File: src/core/dlcm_pkg.sv
// Purpose: constants and types for the delay-locked clock manager
// Assumes: MCLK at 125 MHz, source clocks sampled as synchronous levels
// Notes:   byte offsets, field positions and timing counts live here
// Summary of operation
// - lock rises only after phase lock reached
// - pre-lock outputs unreliable; doubled is 25/75 1x
// - hold-startup option waits for lock; default off
// - duty fix gives 50/50 phase outputs; default on
// - divided output = phase zero over ratio
// - one loop, its source one of four lanes chosen by placement index
// - locked loop tolerates 1 ns period drift
// - lock stays high across legal clock pause
// - one to four clocks flush and fill
// - input phase shift reaches outputs shortly, undisturbed
// - phase zero is aligned copy of source
// - other phases lag by 25, 50, 75 percent
// - high-frequency odd ratios give 33.3/40 percent high
// - high-frequency mode drops 90 and 270 outputs
package dlcm_pkg;
   localparam int          PW            = 12;
   localparam int          DW            = 17;
   localparam logic [3:0]  OFF_CTRL      = 4'h0;
   localparam logic [3:0]  OFF_STATUS    = 4'h4;
   localparam logic [3:0]  OFF_PERIOD    = 4'h8;
   localparam int          DUTY_BIT      = 0;
   localparam int          HOLD_BIT      = 1;
   localparam int          FAST_BIT      = 2;
   localparam int          DIV_LSB       = 4;
   localparam int          PLACE_LSB     = 8;
   localparam int          LRST_BIT      = 12;
   localparam int          HIGH_LSB      = 16;
   localparam logic [31:0] CTRL_RESET    = 32'h0000_0011;
   localparam int          MCLK_PS       = 8000;
   localparam int          DRIFT_PS      = 1000;
   localparam int          DRIFT_RAW     = DRIFT_PS / MCLK_PS;
   localparam logic [PW-1:0] DRIFT_CYC   = (DRIFT_RAW < 1) ? PW'(1) : PW'(DRIFT_RAW);
   localparam logic [PW-1:0] LOCK_EDGES  = 12'hBB8;
   localparam logic [2:0]  FLUSH_CLKS    = 3'h2;
   localparam logic [2:0]  FILL_CLKS     = 3'h2;

   typedef enum logic [1:0] {
      ST_IDLE  = 2'h0,
      ST_FILL  = 2'h1,
      ST_RUN   = 2'h3,
      ST_FLUSH = 2'h2
   } dlcm_state_t;

   // ratio in half periods of phase zero: 1.5,2,2.5,3,4,5,8,16
   function automatic logic [5:0] dlcm_halves(input logic [2:0] code);
      logic [5:0] h;
      h = 6'h04;
      case (code)
         3'h0:    h = 6'h03;
         3'h1:    h = 6'h04;
         3'h2:    h = 6'h05;
         3'h3:    h = 6'h06;
         3'h4:    h = 6'h08;
         3'h5:    h = 6'h0A;
         3'h6:    h = 6'h10;
         default: h = 6'h20;
      endcase
      return h;
   endfunction
endpackage

File: src/core/dlcm_lock_det.sv
// Purpose: measures source period and high time, decides lock
// Assumes: src is a level sampled on MCLK
// Notes:   lock is only lost through reset
`timescale 1ns/10ps
module dlcm_lock_det
   import dlcm_pkg::*;
(
   input  wire logic          clk,
   input  wire logic          rst_n,
   input  wire logic          src,
   output logic               src_rise,
   output logic [PW-1:0]      period,
   output logic [PW-1:0]      high_time,
   output logic               locked
);
   logic          src_r, src_nxt;
   logic [PW-1:0] cnt_r, cnt_nxt, per_r, per_nxt, hi_r, hi_nxt, stb_r, stb_nxt;
   logic          lck_r, lck_nxt;
   logic [PW-1:0] meas, diff;

   always_comb begin
      src_nxt  = src;
      src_rise = src & ~src_r;
      meas     = cnt_r + PW'(1);
      diff     = (meas > per_r) ? meas - per_r : per_r - meas;
      cnt_nxt  = src_rise ? '0 : ((&cnt_r) ? cnt_r : meas);
      per_nxt  = src_rise ? meas : per_r;
      hi_nxt   = (~src & src_r) ? meas : hi_r;
      stb_nxt  = stb_r;
      lck_nxt  = lck_r;
      if (src_rise) begin
         if (per_r != '0 && diff <= DRIFT_CYC) begin
            stb_nxt = (stb_r == LOCK_EDGES) ? stb_r : stb_r + PW'(1);
            if (stb_r == LOCK_EDGES - PW'(1))
               lck_nxt = 1'b1;
         end else begin
            stb_nxt = '0;
         end
      end
   end

   always_ff @(posedge clk) begin
      if (!rst_n) begin
         src_r <= 1'b0;
         cnt_r <= '0;
         per_r <= '0;
         hi_r  <= '0;
         stb_r <= '0;
         lck_r <= 1'b0;
      end else begin
         src_r <= src_nxt;
         cnt_r <= cnt_nxt;
         per_r <= per_nxt;
         hi_r  <= hi_nxt;
         stb_r <= stb_nxt;
         lck_r <= lck_nxt;
      end
   end

   assign period    = per_r;
   assign high_time = hi_r;
   assign locked    = lck_r;
endmodule

File: src/core/dlcm_avmm.sv
// Purpose: Avalon-MM slave holding control and returning status
// Assumes: word-aligned byte addresses, one wait state per access
// Notes:   unmapped reads return zero, unmapped writes are dropped
`timescale 1ns/10ps
module dlcm_avmm
   import dlcm_pkg::*;
(
   input  wire logic          clk,
   input  wire logic          rst_n,
   input  wire logic [3:0]    address,
   input  wire logic          read,
   input  wire logic          write,
   input  wire logic [31:0]   writedata,
   input  wire logic [3:0]    byteenable,
   input  wire logic [31:0]   status,
   input  wire logic [31:0]   period_word,
   output logic [31:0]        readdata,
   output logic               waitrequest,
   output logic [31:0]        ctrl,
   output logic               loop_rst
);
   logic        ack_r, ack_nxt, lrst_r, lrst_nxt;
   logic [31:0] ctrl_r, ctrl_nxt, rd_r, rd_nxt;
   logic        wr_go;

   always_comb begin
      ack_nxt  = (read | write) & ~ack_r;
      wr_go    = write & ack_r;
      ctrl_nxt = ctrl_r;
      lrst_nxt = 1'b0;
      rd_nxt   = rd_r;
      if (wr_go && address == OFF_CTRL) begin
         for (int b = 0; b < 4; b++) begin
            if (byteenable[b])
               ctrl_nxt[8*b +: 8] = writedata[8*b +: 8];
         end
         lrst_nxt = byteenable[LRST_BIT/8] & writedata[LRST_BIT];
         ctrl_nxt[LRST_BIT] = 1'b0;
      end
      if (read && !ack_r) begin
         case (address)
            OFF_CTRL:   rd_nxt = ctrl_r;
            OFF_STATUS: rd_nxt = status;
            OFF_PERIOD: rd_nxt = period_word;
            default:    rd_nxt = 32'h0000_0000;
         endcase
      end
   end

   always_ff @(posedge clk) begin
      if (!rst_n) begin
         ack_r  <= 1'b0;
         ctrl_r <= CTRL_RESET;
         lrst_r <= 1'b0;
         rd_r   <= 32'h0000_0000;
      end else begin
         ack_r  <= ack_nxt;
         ctrl_r <= ctrl_nxt;
         lrst_r <= lrst_nxt;
         rd_r   <= rd_nxt;
      end
   end

   assign waitrequest = (read | write) & ~ack_r;
   assign readdata    = rd_r;
   assign ctrl        = ctrl_r;
   assign loop_rst    = lrst_r;
endmodule

File: src/core/dlcm_top.sv
// Purpose: digital delay-locked clock manager with four phases,
//          doubled and divided clocks, lock flag and startup gate
// Assumes: source clocks are much slower than MCLK, period >= 4 MCLK
// Notes:   output clocks are MCLK-sampled waveforms, so edges are
//          quantised to 8 ns; one source lane per placement index
`timescale 1ns/10ps
module dlcm_top
   import dlcm_pkg::*;
(
   input  wire logic          MCLK,
   input  wire logic          RESETN,
   input  wire logic [3:0]    SOURCE_CLOCK_IN,
   input  wire logic          CFG_DONE,
   input  wire logic [3:0]    AVS_ADDRESS,
   input  wire logic          AVS_READ,
   input  wire logic          AVS_WRITE,
   input  wire logic [31:0]   AVS_WRITEDATA,
   input  wire logic [3:0]    AVS_BYTEENABLE,
   output logic [31:0]        AVS_READDATA,
   output logic               AVS_WAITREQUEST,
   output logic               PHASE_ZERO_CLOCK_OUT,
   output logic               QUARTER_PHASE_CLOCK_OUT,
   output logic               HALF_PHASE_CLOCK_OUT,
   output logic               THREE_QUARTER_PHASE_CLOCK_OUT,
   output logic               DOUBLED_CLOCK_OUT,
   output logic               DIVIDED_CLOCK_OUT,
   output logic               LOCKED,
   output logic               STARTUP_RELEASE
);
   logic [31:0]   ctrl, status_w, period_w;
   logic          loop_rst, loop_rst_n;
   logic          duty_fix, hold_start, fast_mode;
   logic [2:0]    div_code;
   logic [1:0]    place_idx;
   logic          src_sel, src_rise, locked;
   logic [PW-1:0] per, hi_t;

   assign duty_fix   = ctrl[DUTY_BIT];
   assign hold_start = ctrl[HOLD_BIT];
   assign fast_mode  = ctrl[FAST_BIT];
   assign div_code   = ctrl[DIV_LSB +: 3];
   assign place_idx  = ctrl[PLACE_LSB +: 2];
   assign src_sel    = SOURCE_CLOCK_IN[place_idx];
   // a manual reset clears lock next edge and reacquires from scratch
   assign loop_rst_n = RESETN & ~loop_rst;

   dlcm_avmm u_regs (
      .clk         (MCLK),
      .rst_n       (RESETN),
      .address     (AVS_ADDRESS),
      .read        (AVS_READ),
      .write       (AVS_WRITE),
      .writedata   (AVS_WRITEDATA),
      .byteenable  (AVS_BYTEENABLE),
      .status      (status_w),
      .period_word (period_w),
      .readdata    (AVS_READDATA),
      .waitrequest (AVS_WAITREQUEST),
      .ctrl        (ctrl),
      .loop_rst    (loop_rst)
   );

   dlcm_lock_det u_lock (
      .clk       (MCLK),
      .rst_n     (loop_rst_n),
      .src       (src_sel),
      .src_rise  (src_rise),
      .period    (per),
      .high_time (hi_t),
      .locked    (locked)
   );

   dlcm_state_t   st_r, st_nxt;
   logic [PW-1:0] ph_r, ph_nxt;
   logic [2:0]    cnt_r, cnt_nxt;
   logic [DW-1:0] dv_r, dv_nxt;
   logic [3:0]    ck_r, ck_nxt;
   logic          dbl_r, dbl_nxt, dvo_r, dvo_nxt, start_r, start_nxt;
   logic [PW-1:0] wrap, q_off, h_off, tq_off, thr;
   logic          miss, active, in_per;
   logic [5:0]    halves;
   logic [DW-1:0] dv_total, dv_high;
   logic [PW-1:0] offs [4];

   always_comb begin
      // the wrap point allows one drift step so a late edge is not a miss
      wrap   = per + DRIFT_CYC;
      miss   = ~src_rise & (ph_r == wrap);
      q_off  = per >> 2;
      h_off  = per >> 1;
      tq_off = q_off + h_off;
      thr    = duty_fix ? h_off : hi_t;
      active = (st_r == ST_RUN) | (st_r == ST_FLUSH);
      in_per = ph_r < per;
      offs[0] = '0;
      offs[1] = q_off;
      offs[2] = h_off;
      offs[3] = tq_off;
   end

   // phase counter restarts on every source rise, so an input phase
   // shift moves the phase and doubled outputs two MCLK cycles after the shifted rise, without touching lock
   always_comb begin
      ph_nxt  = (src_rise | miss) ? '0 : ph_r + PW'(1);
      st_nxt  = st_r;
      cnt_nxt = cnt_r;
      case (st_r)
         ST_IDLE: begin
            if (src_rise && per != '0) begin
               st_nxt  = ST_FILL;
               cnt_nxt = 3'h1;
            end
         end
         ST_FILL: begin
            if (miss) begin
               st_nxt = ST_IDLE;
            end else if (src_rise) begin
               if (cnt_r == FILL_CLKS) begin
                  st_nxt  = ST_RUN;
                  cnt_nxt = 3'h0;
               end else begin
                  cnt_nxt = cnt_r + 3'h1;
               end
            end
         end
         ST_RUN: begin
            if (miss) begin
               st_nxt  = ST_FLUSH;
               cnt_nxt = 3'h1;
            end
         end
         ST_FLUSH: begin
            if (src_rise) begin
               st_nxt  = ST_FILL;
               cnt_nxt = 3'h1;
            end else if (miss) begin
               if (cnt_r == FLUSH_CLKS)
                  st_nxt = ST_IDLE;
               else
                  cnt_nxt = cnt_r + 3'h1;
            end
         end
         default: begin
            st_nxt  = ST_IDLE;
            cnt_nxt = 3'h0;
         end
      endcase
   end

   // lock is untouched by the state machine: a legal pause keeps it
   assign LOCKED = locked;

   generate
      for (genvar k = 0; k < 4; k++) begin : g_phase
         logic [PW-1:0] rel;
         logic          drop;
         always_comb begin
            rel  = (ph_r >= offs[k]) ? ph_r - offs[k] : ph_r + per - offs[k];
            drop = fast_mode & ((k == 1) | (k == 3));
            ck_nxt[k] = active & in_per & ~drop & (rel < thr);
         end
      end
   endgenerate

   always_comb begin
      // before lock the doubled output is a quarter-duty 1x clock
      if (locked)
         dbl_nxt = active & in_per & ((ph_r < q_off) | ((ph_r >= h_off) & (ph_r < tq_off)));
      else
         dbl_nxt = active & in_per & (ph_r < q_off);
      halves   = dlcm_halves(div_code);
      dv_total = DW'((DW'(per) * DW'(halves)) >> 1);
      // odd ratios in high-frequency mode keep whole high half-periods
      if (fast_mode)
         dv_high = DW'((DW'(per) * DW'(halves >> 1)) >> 1);
      else
         dv_high = dv_total >> 1;
      if (!active || dv_r >= dv_total - DW'(1))
         dv_nxt = '0;
      else
         dv_nxt = dv_r + DW'(1);
      dvo_nxt   = active & (dv_r < dv_high);
      start_nxt = start_r | (CFG_DONE & (~hold_start | locked));
   end

   always_ff @(posedge MCLK) begin
      if (!loop_rst_n) begin
         st_r  <= ST_IDLE;
         ph_r  <= '0;
         cnt_r <= 3'h0;
         dv_r  <= '0;
         ck_r  <= 4'h0;
         dbl_r <= 1'b0;
         dvo_r <= 1'b0;
      end else begin
         st_r  <= st_nxt;
         ph_r  <= ph_nxt;
         cnt_r <= cnt_nxt;
         dv_r  <= dv_nxt;
         ck_r  <= ck_nxt;
         dbl_r <= dbl_nxt;
         dvo_r <= dvo_nxt;
      end
   end

   // startup release survives a loop reset: start-up happens once
   always_ff @(posedge MCLK) begin
      if (!RESETN)
         start_r <= 1'b0;
      else
         start_r <= start_nxt;
   end

   assign PHASE_ZERO_CLOCK_OUT          = ck_r[0];
   assign QUARTER_PHASE_CLOCK_OUT       = ck_r[1];
   assign HALF_PHASE_CLOCK_OUT          = ck_r[2];
   assign THREE_QUARTER_PHASE_CLOCK_OUT = ck_r[3];
   assign DOUBLED_CLOCK_OUT             = dbl_r;
   assign DIVIDED_CLOCK_OUT             = dvo_r;
   assign STARTUP_RELEASE               = start_r;
   assign status_w = {27'h0, active, st_r, start_r, locked};
   assign period_w = {4'h0, hi_t, 4'h0, per};
endmodule

File: config.mk
export PLATFORM = sky130hd
export DESIGN_NAME = dlcm_top
export DESIGN_NICKNAME = d
export VERILOG_FILES = /design/src/core/dlcm_pkg.sv /design/src/core/dlcm_lock_det.sv /design/src/core/dlcm_avmm.sv /design/src/core/dlcm_top.sv
export SDC_FILE = /design/constraint.sdc
export NUM_CORES = 1
export LEC_CHECK = 0
export BUFFER_PORTS_ARGS = -buffer_cell sky130_fd_sc_hd__buf_4
export CAP_MARGIN = 20
export CELL_PAD_IN_SITES_DETAIL_PLACEMENT = 1
export CELL_PAD_IN_SITES_GLOBAL_PLACEMENT = 1
export CORE_MARGIN = 10
export CORE_UTILIZATION = 40
export DETAILED_ROUTE_END_ITERATION = 12
export GPL_TIMING_DRIVEN = 0
export PLACE_DENSITY_LB_ADDON = 0.1
export SLEW_MARGIN = 30
export SYNTH_ARGS = -nofsm -noshare
export SYNTH_HDL_FRONTEND = slang
export SYNTH_SLANG_ARGS = --single-unit
export TNS_END_PERCENT = 1
File: constraint.sdc
create_clock -name MCLK -period 8.3 [get_ports MCLK]
set_clock_uncertainty 0.2 [all_clocks]
set_input_delay 0.415 -clock MCLK [delete_from_list [all_inputs] [get_ports MCLK]]
set_output_delay 0.415 -clock MCLK [all_outputs]
set_load 0.03 [all_outputs]
==> flow_summary_export.csv, run 1 <==
group,metric,value,unit
routing,antenna_left,0,
synth,ys_types,81,
min_path,hold_path_class,"in2reg",
synth,yosysWarnings,0,
synth,seq_area_frac_synth,17.57,%
global_route,grt_antenna_before_repair,0,
synth,syn_nets,2602,
synth,ys_ff_latch,155,
setup_path,critPathRequiredTime,8.48,ns
setup_path,cp.depth,23,
timing,rsz0062_at_grt,"false",
setup_path,reg2reg_to,"dv_r[14]",
timing,hold_viol_final,0,
clock_tree,cts.sinks,155,
global_route,grt_pass1_wl,99330,um
routing,wl_per_cell,21.49,um
min_path,holdPathStages,3,
final_layout,final_nets,2740,
setup_path,cp_max_fo,11,
clock_tree,cts_max_level,4,
timing,whs,0.02059,ns
power,peakVddDrop,0.2146,mV
placed_design,dp_hpwl,50350,um
clock_tree,cts.path.max_buffers,2,
setup_path,worstSetupStartpoint,"u_lock.period[8]",
clock_tree,cts_tree,"yes",
timing,slew_violations,0,
setup_path,crit_chain,"inv_1, nor3_1, fa_1, fa_1, inv_1, fa_1, inv_1, ha_1, a2111oi_2, nor2_1, nor2_1, xor2_1, nor4b_2, and2_1, nand2_1, xnor2_1, ha_1, nand4_1, nor4_1, nor4b_1, a21oi_2, clkbuf_2, nor2_1",
timing,period_minus_slack,7.789,ns
power,p_per_area,116.6,nW/um2
setup_path,r2r_cells,23,
global_route,overflow,0,
setup_path,cpMaxStageDelayCell,"dfxtp_1",
placed_design,gp_congestion,0.8949,
synth,synth_edf_count,0,
timing,setup_ws,0.5113,ns
timing,finalSetupViolations,0,
setup_path,crit_path_end_kind,"flip-flop",
timing,fmax,128.4,MHz
timing,finalCritPeriodShare,93.84,%
final_layout,fill_cells,5320,
routing,num_vias,16766,
final_layout,layout-drive-gt1-share,7.621,%
setup_path,critPathMaxStageDelay,0.88,ns
setup_path,cp_top_family,"adder cells",
routing,drc,0,
floorplan,die_h,230.1,um
global_route,grt_max_degree,21,
setup_path,reg2reg_slack,0.51,ns
floorplan,dieArea,52950,um2
global_route,grt_pass1_vias,17687,
placed_design,io_buffers,84,
floorplan,num_rows,76,
setup_path,worstSetupEndpoint,"dv_r[14]",
placed_design,pre_cts_ws,-0.6839,ns
setup_path,rr_startpoint,"u_lock.period[8]",
floorplan,core-area,43360,um2
global_route,track_usage,23.80,%
setup_path,crit_arrival,7.97,ns
outcome,status,"finished clean",
clock_tree,clk_latency,0.50,ns
floorplan,io_pins,90,
setup_path,worstSetupPathType,"reg2reg",
routing,routed_via_density,5.662,
final_layout,areaGrowthSynthToFinish,13.68,%
setup_path,path_buf_inv,4,
floorplan,die_w,230.1,um
synth,synth_area,17660,um2
final_layout,layout_common_cells,"260 x ha_1, 186 x inv_1, 180 x nand2_1",
clock_tree,cts-buffers-inserted,17,
flow_run,cap_violations,0,
power,p_leak,0.008752,uW
floorplan,floorplan.initialDensity,40.73,%
placed_design,postPlaceCellArea,19060,um2
final_layout,design_area,20080,um2
synth,synthFlopType,"dfxtp_1",
routing,drt_iter0_drc,925,
timing,relSlewSlack,31.73,%
final_layout,layout_commonest_cell,"ha_1",
setup_path,cp-start-kind,"flip-flop",
timing,tightestPinTransition,0.9955,ns
synth,syn_area_per_cell,7.940,um2
synth,syn_inst,2224,
routing,routed_wl,63640,um
routing,firstDrtPassIters,5,
clock_tree,clkTransAtPathRegs,0.08,ns
clock_tree,ctsRootBufferMaster,"clkbuf_16",
synth,ys_async_sr_fraction,0,%
## cell families after synthesis
kind of cell	synth area share (%)
fa+ha+maj	26.24
xor+xnor	8.396
other cells	0.02124
simple gates	20.11
compound gates	19.82
mux	1.955
buf+inv	5.888
flops	17.57
## final cells by class
type	count	area [um2]	area share, %
diodes	1	2.502	0.01246
plain buffers	80	335.3	1.670
clock buffers	17	425.4	2.119
clock inverters	15	209.0	1.041
inverters	190	728.2	3.627
multi-input cells	1798	13580	67.65
flip-flops and latches	155	3105	15.47
well taps	585	732.0	3.646
repair buffers	120	955.9	4.762
## worst min-delay path: cells and delay by family
family | cells | cell delay [ns]
AO/OA/AOI/OAI | 1 | 0.08
buffers and inverters | 1 | 0.11
AND/OR/NAND/NOR | 1 | 0.06
## through the flow
stage	setup TNS, ns	instances	total power (uW)	utilization [%]
after floorplan	0	2224	1295	-
after global placement	-6.014	2893	1462	43.87
after detailed placement	-8.164	2893	1487	43.96
after CTS	0	2948	2352	45.98
after global routing	0	2960	2473	46.29
final	0	2961	2341	46.30
## worst min-delay path by stage
stage,slack (ns),start,endpoint
after detailed placement,0.26,u_regs.ctrl[29],u_regs.ctrl[29]
after global routing,0.04,AVS_WRITEDATA[28],u_regs.ctrl[28]
after global placement,0.25,u_regs.ctrl[29],u_regs.ctrl[29]
final,0.02,AVS_WRITEDATA[28],u_regs.ctrl[28]
after floorplan,0.24,u_regs.ctrl[3],u_regs.ctrl[3]
after CTS,0.001,AVS_WRITEDATA[19],u_regs.ctrl[19]
## cell usage after synthesis (all sizes together), types with 6 or more instances
library cell	instances	area, um2
xnor2	96	840.8
nor2	179	671.9
a211oi	29	217.7
o22ai	11	68.82
o21a	26	195.2
o211ai	14	105.1
or3	11	68.82
nand3	87	435.4
nor2b	35	219.0
a21o	39	292.8
o21ai	114	570.5
o21bai	15	112.6
nor4b	6	52.55
nand2b	36	225.2
and2	46	287.8
a31oi	10	77.57
nand3b	6	45.04
nor4	12	90.09
a21oi	148	744.5
mux2i	30	300.3
fa	69	1381
nor3	60	300.3
and3	17	106.4
clkbuf	74	279.0
ha	260	3253
xor2	68	595.6
nand4	29	181.4
dfxtp	155	3103
o31ai	9	67.56
buf	7	47.55
a22oi	21	157.7
nand2	180	675.7
inv	190	713.2
a21boi	45	337.8
or2	6	37.54
o41ai	6	52.55
## metal layers
metal	share of wire, %	vias up	GRT usage [%]
li1	-	8084	-
met2	47	332	40.23
met1	44	8253	29.00
met5	0	-	0
met4	3.1	0	9.743
met3	5.2	97	4.740
## registers in the layout, summed over array words and instances, names as in the netlist
register / cells
ck_r: 4
u_lock.stb_r: 12
u_lock.src_r: 1
ph_r: 12
dv_r: 17
u_lock.cnt_r: 12
DIVIDED_CLOCK_OUT: 1
u_lock.locked: 1
u_regs.ack_r: 1
DOUBLED_CLOCK_OUT: 1
cnt_r: 3
STARTUP_RELEASE: 1
u_regs.ctrl: 31
u_lock.high_time: 12
u_regs.loop_rst: 1
st_r: 2
u_regs.readdata: 31
u_lock.period: 12
## timing repair
item,in CTS,in global routing
setup buffers,1,13
endpoints found under the setup margin,17,17
gates resized for setup,7,19
hold buffers,22,0
endpoints found under the hold margin,22,0
pin swaps,0,1
## report_power, final
part / switching (uW) / internal [uW]
combinational: 401 / 308
sequential: 25.7 / 756
clock: 436 / 414
total: 863 / 1480
(Power assumes the default switching activity.)
==> run 2: changes to the inputs <==
==> constraint.sdc (replaced) <==
create_clock -name MCLK -period 8.3 [get_ports MCLK]
set_clock_uncertainty 0.2 [all_clocks]
set_input_delay 1.245 -clock MCLK [delete_from_list [all_inputs] [get_ports MCLK]]
set_output_delay 1.245 -clock MCLK [all_outputs]
set_load 0.03 [all_outputs]
==> flow_summary_export.csv, run 2 (synthesis results as in run 1) <==
group,metric,value,unit
routing,wl_per_cell,21.58,um
flow_run,cap_violations,0,
placed_design,dp_hpwl,50350,um
placed_design,io_buffers,84,
min_path,hold_path_class,"reg2reg",
power,total_power,2333,uW
final_layout,final_nets,2718,
min_path,min_from,"u_regs.ctrl[15]",
final_layout,multi_input_area,13580,um2
final_layout,fill_cells,5345,
final_layout,final_cells,2939,
clock_tree,cts_tree,"yes",
setup_path,path_buf_inv,5,
final_layout,layout_commonest_cell,"ha_1",
clock_tree,cts.sinks,155,
outcome,status,"finished clean",
setup_path,critPathRequiredTime,8.48,ns
routing,firstDrtPassIters,5,
floorplan,io_pins,90,
floorplan,die_w,230.1,um
timing,fmax,129.1,MHz
setup_path,cp_top_family,"adder cells",
clock_tree,clkTransAtPathRegs,0.09,ns
final_layout,areaGrowthSynthToFinish,12.43,%
clock_tree,ctsRootBufferMaster,"clkbuf_16",
timing,finalSetupViolations,0,
setup_path,cpMaxStageDelayCell,"dfxtp_1",
clock_tree,cts_hold_buffers,0,
power,p_per_area,117.5,nW/um2
routing,antenna_left,0,
routing,drc,0,
timing,tightestPinTransition,1.037,ns
setup_path,worstSetupPathType,"reg2reg",
clock_tree,cts-buffers-inserted,17,
global_route,track_usage,23.68,%
setup_path,cp-start-kind,"flip-flop",
routing,num_vias,16725,
final_layout,layout-drive-gt1-share,7.692,%
final_layout,regArea,3105,um2
floorplan,num_rows,76,
routing,drt_iter0_drc,883,
placed_design,gp_congestion,0.8949,
global_route,grt_pass1_wl,98800,um
floorplan,floorplan.initialDensity,40.73,%
clock_tree,cts_max_level,4,
setup_path,cp_max_fo,11,
floorplan,die_h,230.1,um
clock_tree,clk_latency,0.50,ns
timing,hold_viol_final,0,
routing,routed_via_density,5.691,
setup_path,crit_path_end_kind,"flip-flop",
setup_path,crit_arrival,7.93,ns
global_route,grt_max_degree,21,
timing,relSlewSlack,28.88,%
clock_tree,cts.path.max_buffers,2,
timing,finalCritPeriodShare,93.36,%
placed_design,dp.cells,2893,
global_route,grt_antenna_before_repair,0,
timing,slew_violations,0,
timing,whs,0.2694,ns
setup_path,reg2reg_slack,0.55,ns
floorplan,dieArea,52950,um2
power,p_leak,0.008660,uW
floorplan,core-area,43360,um2
setup_path,worstSetupStartpoint,"u_lock.period[3]",
final_layout,fin_util,45.79,%
power,peakVddDrop,0.2138,mV
placed_design,postPlaceCellArea,19060,um2
timing,rsz0062_at_grt,"false",
timing,period_minus_slack,7.749,ns
setup_path,rr_startpoint,"u_lock.period[3]",
global_route,grt_pass1_vias,17574,
routing,routed_wl,63420,um
final_layout,layout_common_cells,"260 x ha_1, 186 x inv_1, 180 x nand2_1",
setup_path,critPathMaxStageDelay,0.68,ns
global_route,overflow,0,
final_layout,design_area,19860,um2
## run 2: cell count changes in the layout (fill, tap and decap cells not counted)
cell	before	now
dlygate4sd3_1	22	0
## run 2: stage by stage
| step | setup TNS (ns) | setup WS (ns) |
|---|---|---|
| 2_1_floorplan | 0 | 1.480 |
| 3_3_place_gp | -6.014 | -0.5468 |
| 3_5_place_dp | -8.164 | -0.6839 |
| 4_1_cts | 0 | 0.02910 |
| 6_report | 0 | 0.5510 |
| 5_1_grt | 0 | 0.01584 |
## run 2: routing by layer
| metal | track usage (%) | up-vias | part of all wire, % |
|---|---|---|---|
| met5 | 0 | - | 0 |
| met4 | 9.640 | 0 | 3.2 |
| met3 | 4.716 | 102 | 5.0 |
| met2 | 39.91 | 332 | 47 |
| met1 | 28.98 | 8259 | 45 |
| li1 | - | 8032 | - |
## run 2: where the power goes
group          internal, uW  total, uW  switching, uW
Clock                   414        850            436
Combinational           301        701            400
Sequential              756        781           25.6
Total                  1470       2330            862
## run 2: path summary, 6_finish.rpt
check / end / cells after the start
hold / removal: u_regs.ctrl[15] / 2
setup reg to reg: dv_r[14] / 25
hold reg to reg: u_regs.ctrl[15] / 2
setup / recovery: dv_r[14] / 25
## run 2: repair_timing
| action | 4_1_cts | 5_1_grt |
|---|---|---|
| setup endpoints to repair | 17 | 17 |
| resized for setup | 7 | 19 |
| pin swaps | 0 | 1 |
| setup buffers | 1 | 13 |
## run 2: final cells by class
class | count | share of cell area, %
diodes | 1 | 0.01260
plain buffers | 80 | 1.689
clock buffers | 17 | 2.143
clock inverters | 15 | 1.052
inverters | 190 | 3.668
multi-input cells | 1798 | 68.40
flip-flops and latches | 155 | 15.64
well taps | 585 | 3.686
repair buffers | 98 | 3.705
## run 2: worst reg2reg max path: stages (launching register included)
cell,delay (ns)
dfxtp_1,0.68
clkbuf_2,0.41
inv_1,0.39
nor3_1,0.37
fa_1,0.52
fa_1,0.58
inv_1,0.06
fa_1,0.54
inv_1,0.05
ha_1,0.34
o21a_1,0.22
o21ai_0,0.15
nor2_1,0.06
nor2_1,0.14
xor2_1,0.39
nor4b_2,0.33
and2_1,0.26
nand2_1,0.09
xnor2_1,0.15
ha_1,0.31
nand4_1,0.14
nor4_1,0.47
nor4b_1,0.13
a21oi_2,0.27
clkbuf_2,0.31
nor2_1,0.08
==> run 3: changes to the inputs <==
--- a/config.mk
+++ b/config.mk
@@ -11,8 +11,8 @@
 export CELL_PAD_IN_SITES_GLOBAL_PLACEMENT = 1
 export CORE_MARGIN = 10
 export CORE_UTILIZATION = 40
+export CTS_BUF_LIST = sky130_fd_sc_hd__clkbuf_2
 export DETAILED_ROUTE_END_ITERATION = 12
-export GPL_TIMING_DRIVEN = 0
 export PLACE_DENSITY_LB_ADDON = 0.1
 export SLEW_MARGIN = 30
 export SYNTH_ARGS = -nofsm -noshare
==> flow_summary_export.csv, run 3 (synthesis results as in run 1) <==
group,metric,value,unit
floorplan,io_pins,90,
power,p_seq_share,40.2,%
clock_tree,cts_max_level,4,
setup_path,cpMaxStageDelayCell,"dfxtp_1",
clock_tree,cts.sinks,155,
setup_path,crit_chain,"nor2_1, nor2_2, nand2_1, fa_1, fa_1, fa_1, inv_1, ha_1, o21a_1, a2111oi_1, nor2_1, nor2_1, xor2_1, nor4b_1, and2_1, or3b_1, ha_1, a211oi_1, inv_1, nor4b_1, a21oi_2, nor2_1",
timing,finalCritPeriodShare,91.43,%
clock_tree,clk_latency,0.92,ns
routing,firstDrtPassIters,5,
routing,drt_iter0_drc,931,
power,p_int,1158,uW
power,clkPwrFrac,23.4,%
final_layout,fin_util,44.48,%
setup_path,cp_max_fo,17,
power,swShare,40.10,%
final_layout,layout_common_cells,"260 x ha_1, 190 x inv_1, 180 x nand2_1",
setup_path,crit_arrival,8.21,ns
clock_tree,clkTransAtPathRegs,0.27,ns
global_route,overflow,0,
routing,antenna_left,0,
power,p_leak,0.008506,uW
setup_path,critPathRequiredTime,8.92,ns
timing,relSlewSlack,30.43,%
clock_tree,post_cts_buffers,0,
power,peakVddDrop,0.1025,mV
routing,routed_wl,62560,um
timing,fmax,131.8,MHz
global_route,track_usage,23.32,%
power,p_per_area,100.2,nW/um2
routing,wl_per_cell,21.68,um
outcome,status,"finished clean",
setup_path,cp-start-kind,"flip-flop",
timing,hold_viol_final,0,
timing,finalSetupViolations,0,
setup_path,cp_top_family,"simple AND/OR/NAND/NOR gates",
timing,tightestPinTransition,1.015,ns
floorplan,die_h,230.1,um
setup_path,critPathMaxStageDelay,0.69,ns
flow_run,cap_violations,0,
final_layout,final_cells,2886,
clock_tree,cts_tree,"yes",
final_layout,layout_commonest_cell,"ha_1",
timing,period_minus_slack,7.588,ns
timing,rsz0062_at_grt,"false",
clock_tree,cts-buffers-inserted,17,
routing,routed_via_density,5.701,
clock_tree,postCtsResizedCells,0,
power,combPwrFrac,36.4,%
timing,final.setup.tns,0,ns
setup_path,crit_path_end_kind,"flip-flop",
floorplan,core-area,43360,um2
floorplan,die_w,230.1,um
setup_path,r2r_cells,22,
setup_path,worstSetupPathType,"reg2reg",
clock_tree,cts.path.max_buffers,2,
min_path,hold_path_class,"reg2reg",
setup_path,path_buf_inv,2,
routing,num_vias,16452,
placed_design,dp.cells,2853,
floorplan,dieArea,52950,um2
final_layout,final_nets,2665,
min_path,holdPathStages,2,
timing,slew_violations,0,
global_route,grt_max_degree,68,
placed_design,io_buffers,88,
power,netSwitchingPower,775.1,uW
setup_path,cp.depth,22,
placed_design,dp_hpwl,49320,um
routing,drc,0,
final_layout,layout-drive-gt1-share,7.826,%
final_layout,areaGrowthSynthToFinish,9.218,%
global_route,grt_pass1_vias,17156,
clock_tree,cts_hold_buffers,0,
final_layout,fill_cells,5376,
global_route,grt_antenna_before_repair,1,
clock_tree,ctsRootBufferMaster,"clkbuf_2",
global_route,grt_pass1_wl,98380,um
floorplan,floorplan.initialDensity,40.73,%
placed_design,gp_congestion,0.9074,
floorplan,num_rows,76,
setup_path,cp_common_cell,"nor2_1",
-- run 3: worst paths after layout --
path                         from              end  slack, ns
setup / recovery   u_regs.ctrl[4]         dv_r[13]       0.71
hold / removal    u_regs.ctrl[11]  u_regs.ctrl[11]       0.28
setup reg to reg   u_regs.ctrl[4]         dv_r[13]       0.71
hold reg to reg   u_regs.ctrl[11]  u_regs.ctrl[11]       0.28
-- run 3: tightest hold or removal path: cells and delay by family (launching register included) --
family             cells  cell delay (ns)
and+or+nand+nor        1             0.05
DFF                    1             0.38
AOI/OAI and AO/OA      1             0.06
-- run 3: cell type report --
| type | instances | area [um2] | share of cell area, % |
|---|---|---|---|
| flip-flops and latches | 155 | 3104 | 16.09 |
| well taps | 585 | 732.0 | 3.795 |
| diodes | 1 | 2.502 | 0.01297 |
| multi-input cells | 1798 | 13560 | 70.29 |
| repair buffers | 125 | 938.4 | 4.865 |
| clock inverters | 15 | 155.1 | 0.8044 |
| inverters | 190 | 713.2 | 3.698 |
| clock buffers | 17 | 85.08 | 0.4411 |
-- run 3: power groups by stage --
| stage | Sequential [uW] | Clock, uW | Combinational, uW |
|---|---|---|---|
| 5_1_grt | 780 | 501 | 788 |
| 3_5_place_dp | 790 | 0 | 696 |
| 6_report | 777 | 452 | 704 |
| 4_1_cts | 777 | 478 | 700 |
| 3_3_place_gp | 789 | 0 | 675 |
| 2_1_floorplan | 788 | 0 | 507 |
-- run 3: stage by stage --
step	power (uW)	hold WS, ns	instance area, um2	setup slack [ns]
final	1933	0.2839	19290	0.7115
after global routing	2070	0.2606	19290	0.07884
after CTS	1956	0.2443	19270	0.4188
after detailed placement	1486	0.2599	19030	0.4774
after global placement	1464	0.2541	19020	0.4648
after floorplan	1295	0.2431	17660	1.480
-- run 3: routing by layer --
metal | part of all wire, % | track usage [%] | vias to the layer above
li1 | - | - | 7912
met1 | 46 | 30.53 | 8158
met2 | 47 | 39.24 | 309
met3 | 4.4 | 3.398 | 73
met4 | 2.1 | 6.187 | 0
met5 | 0 | 0 | -
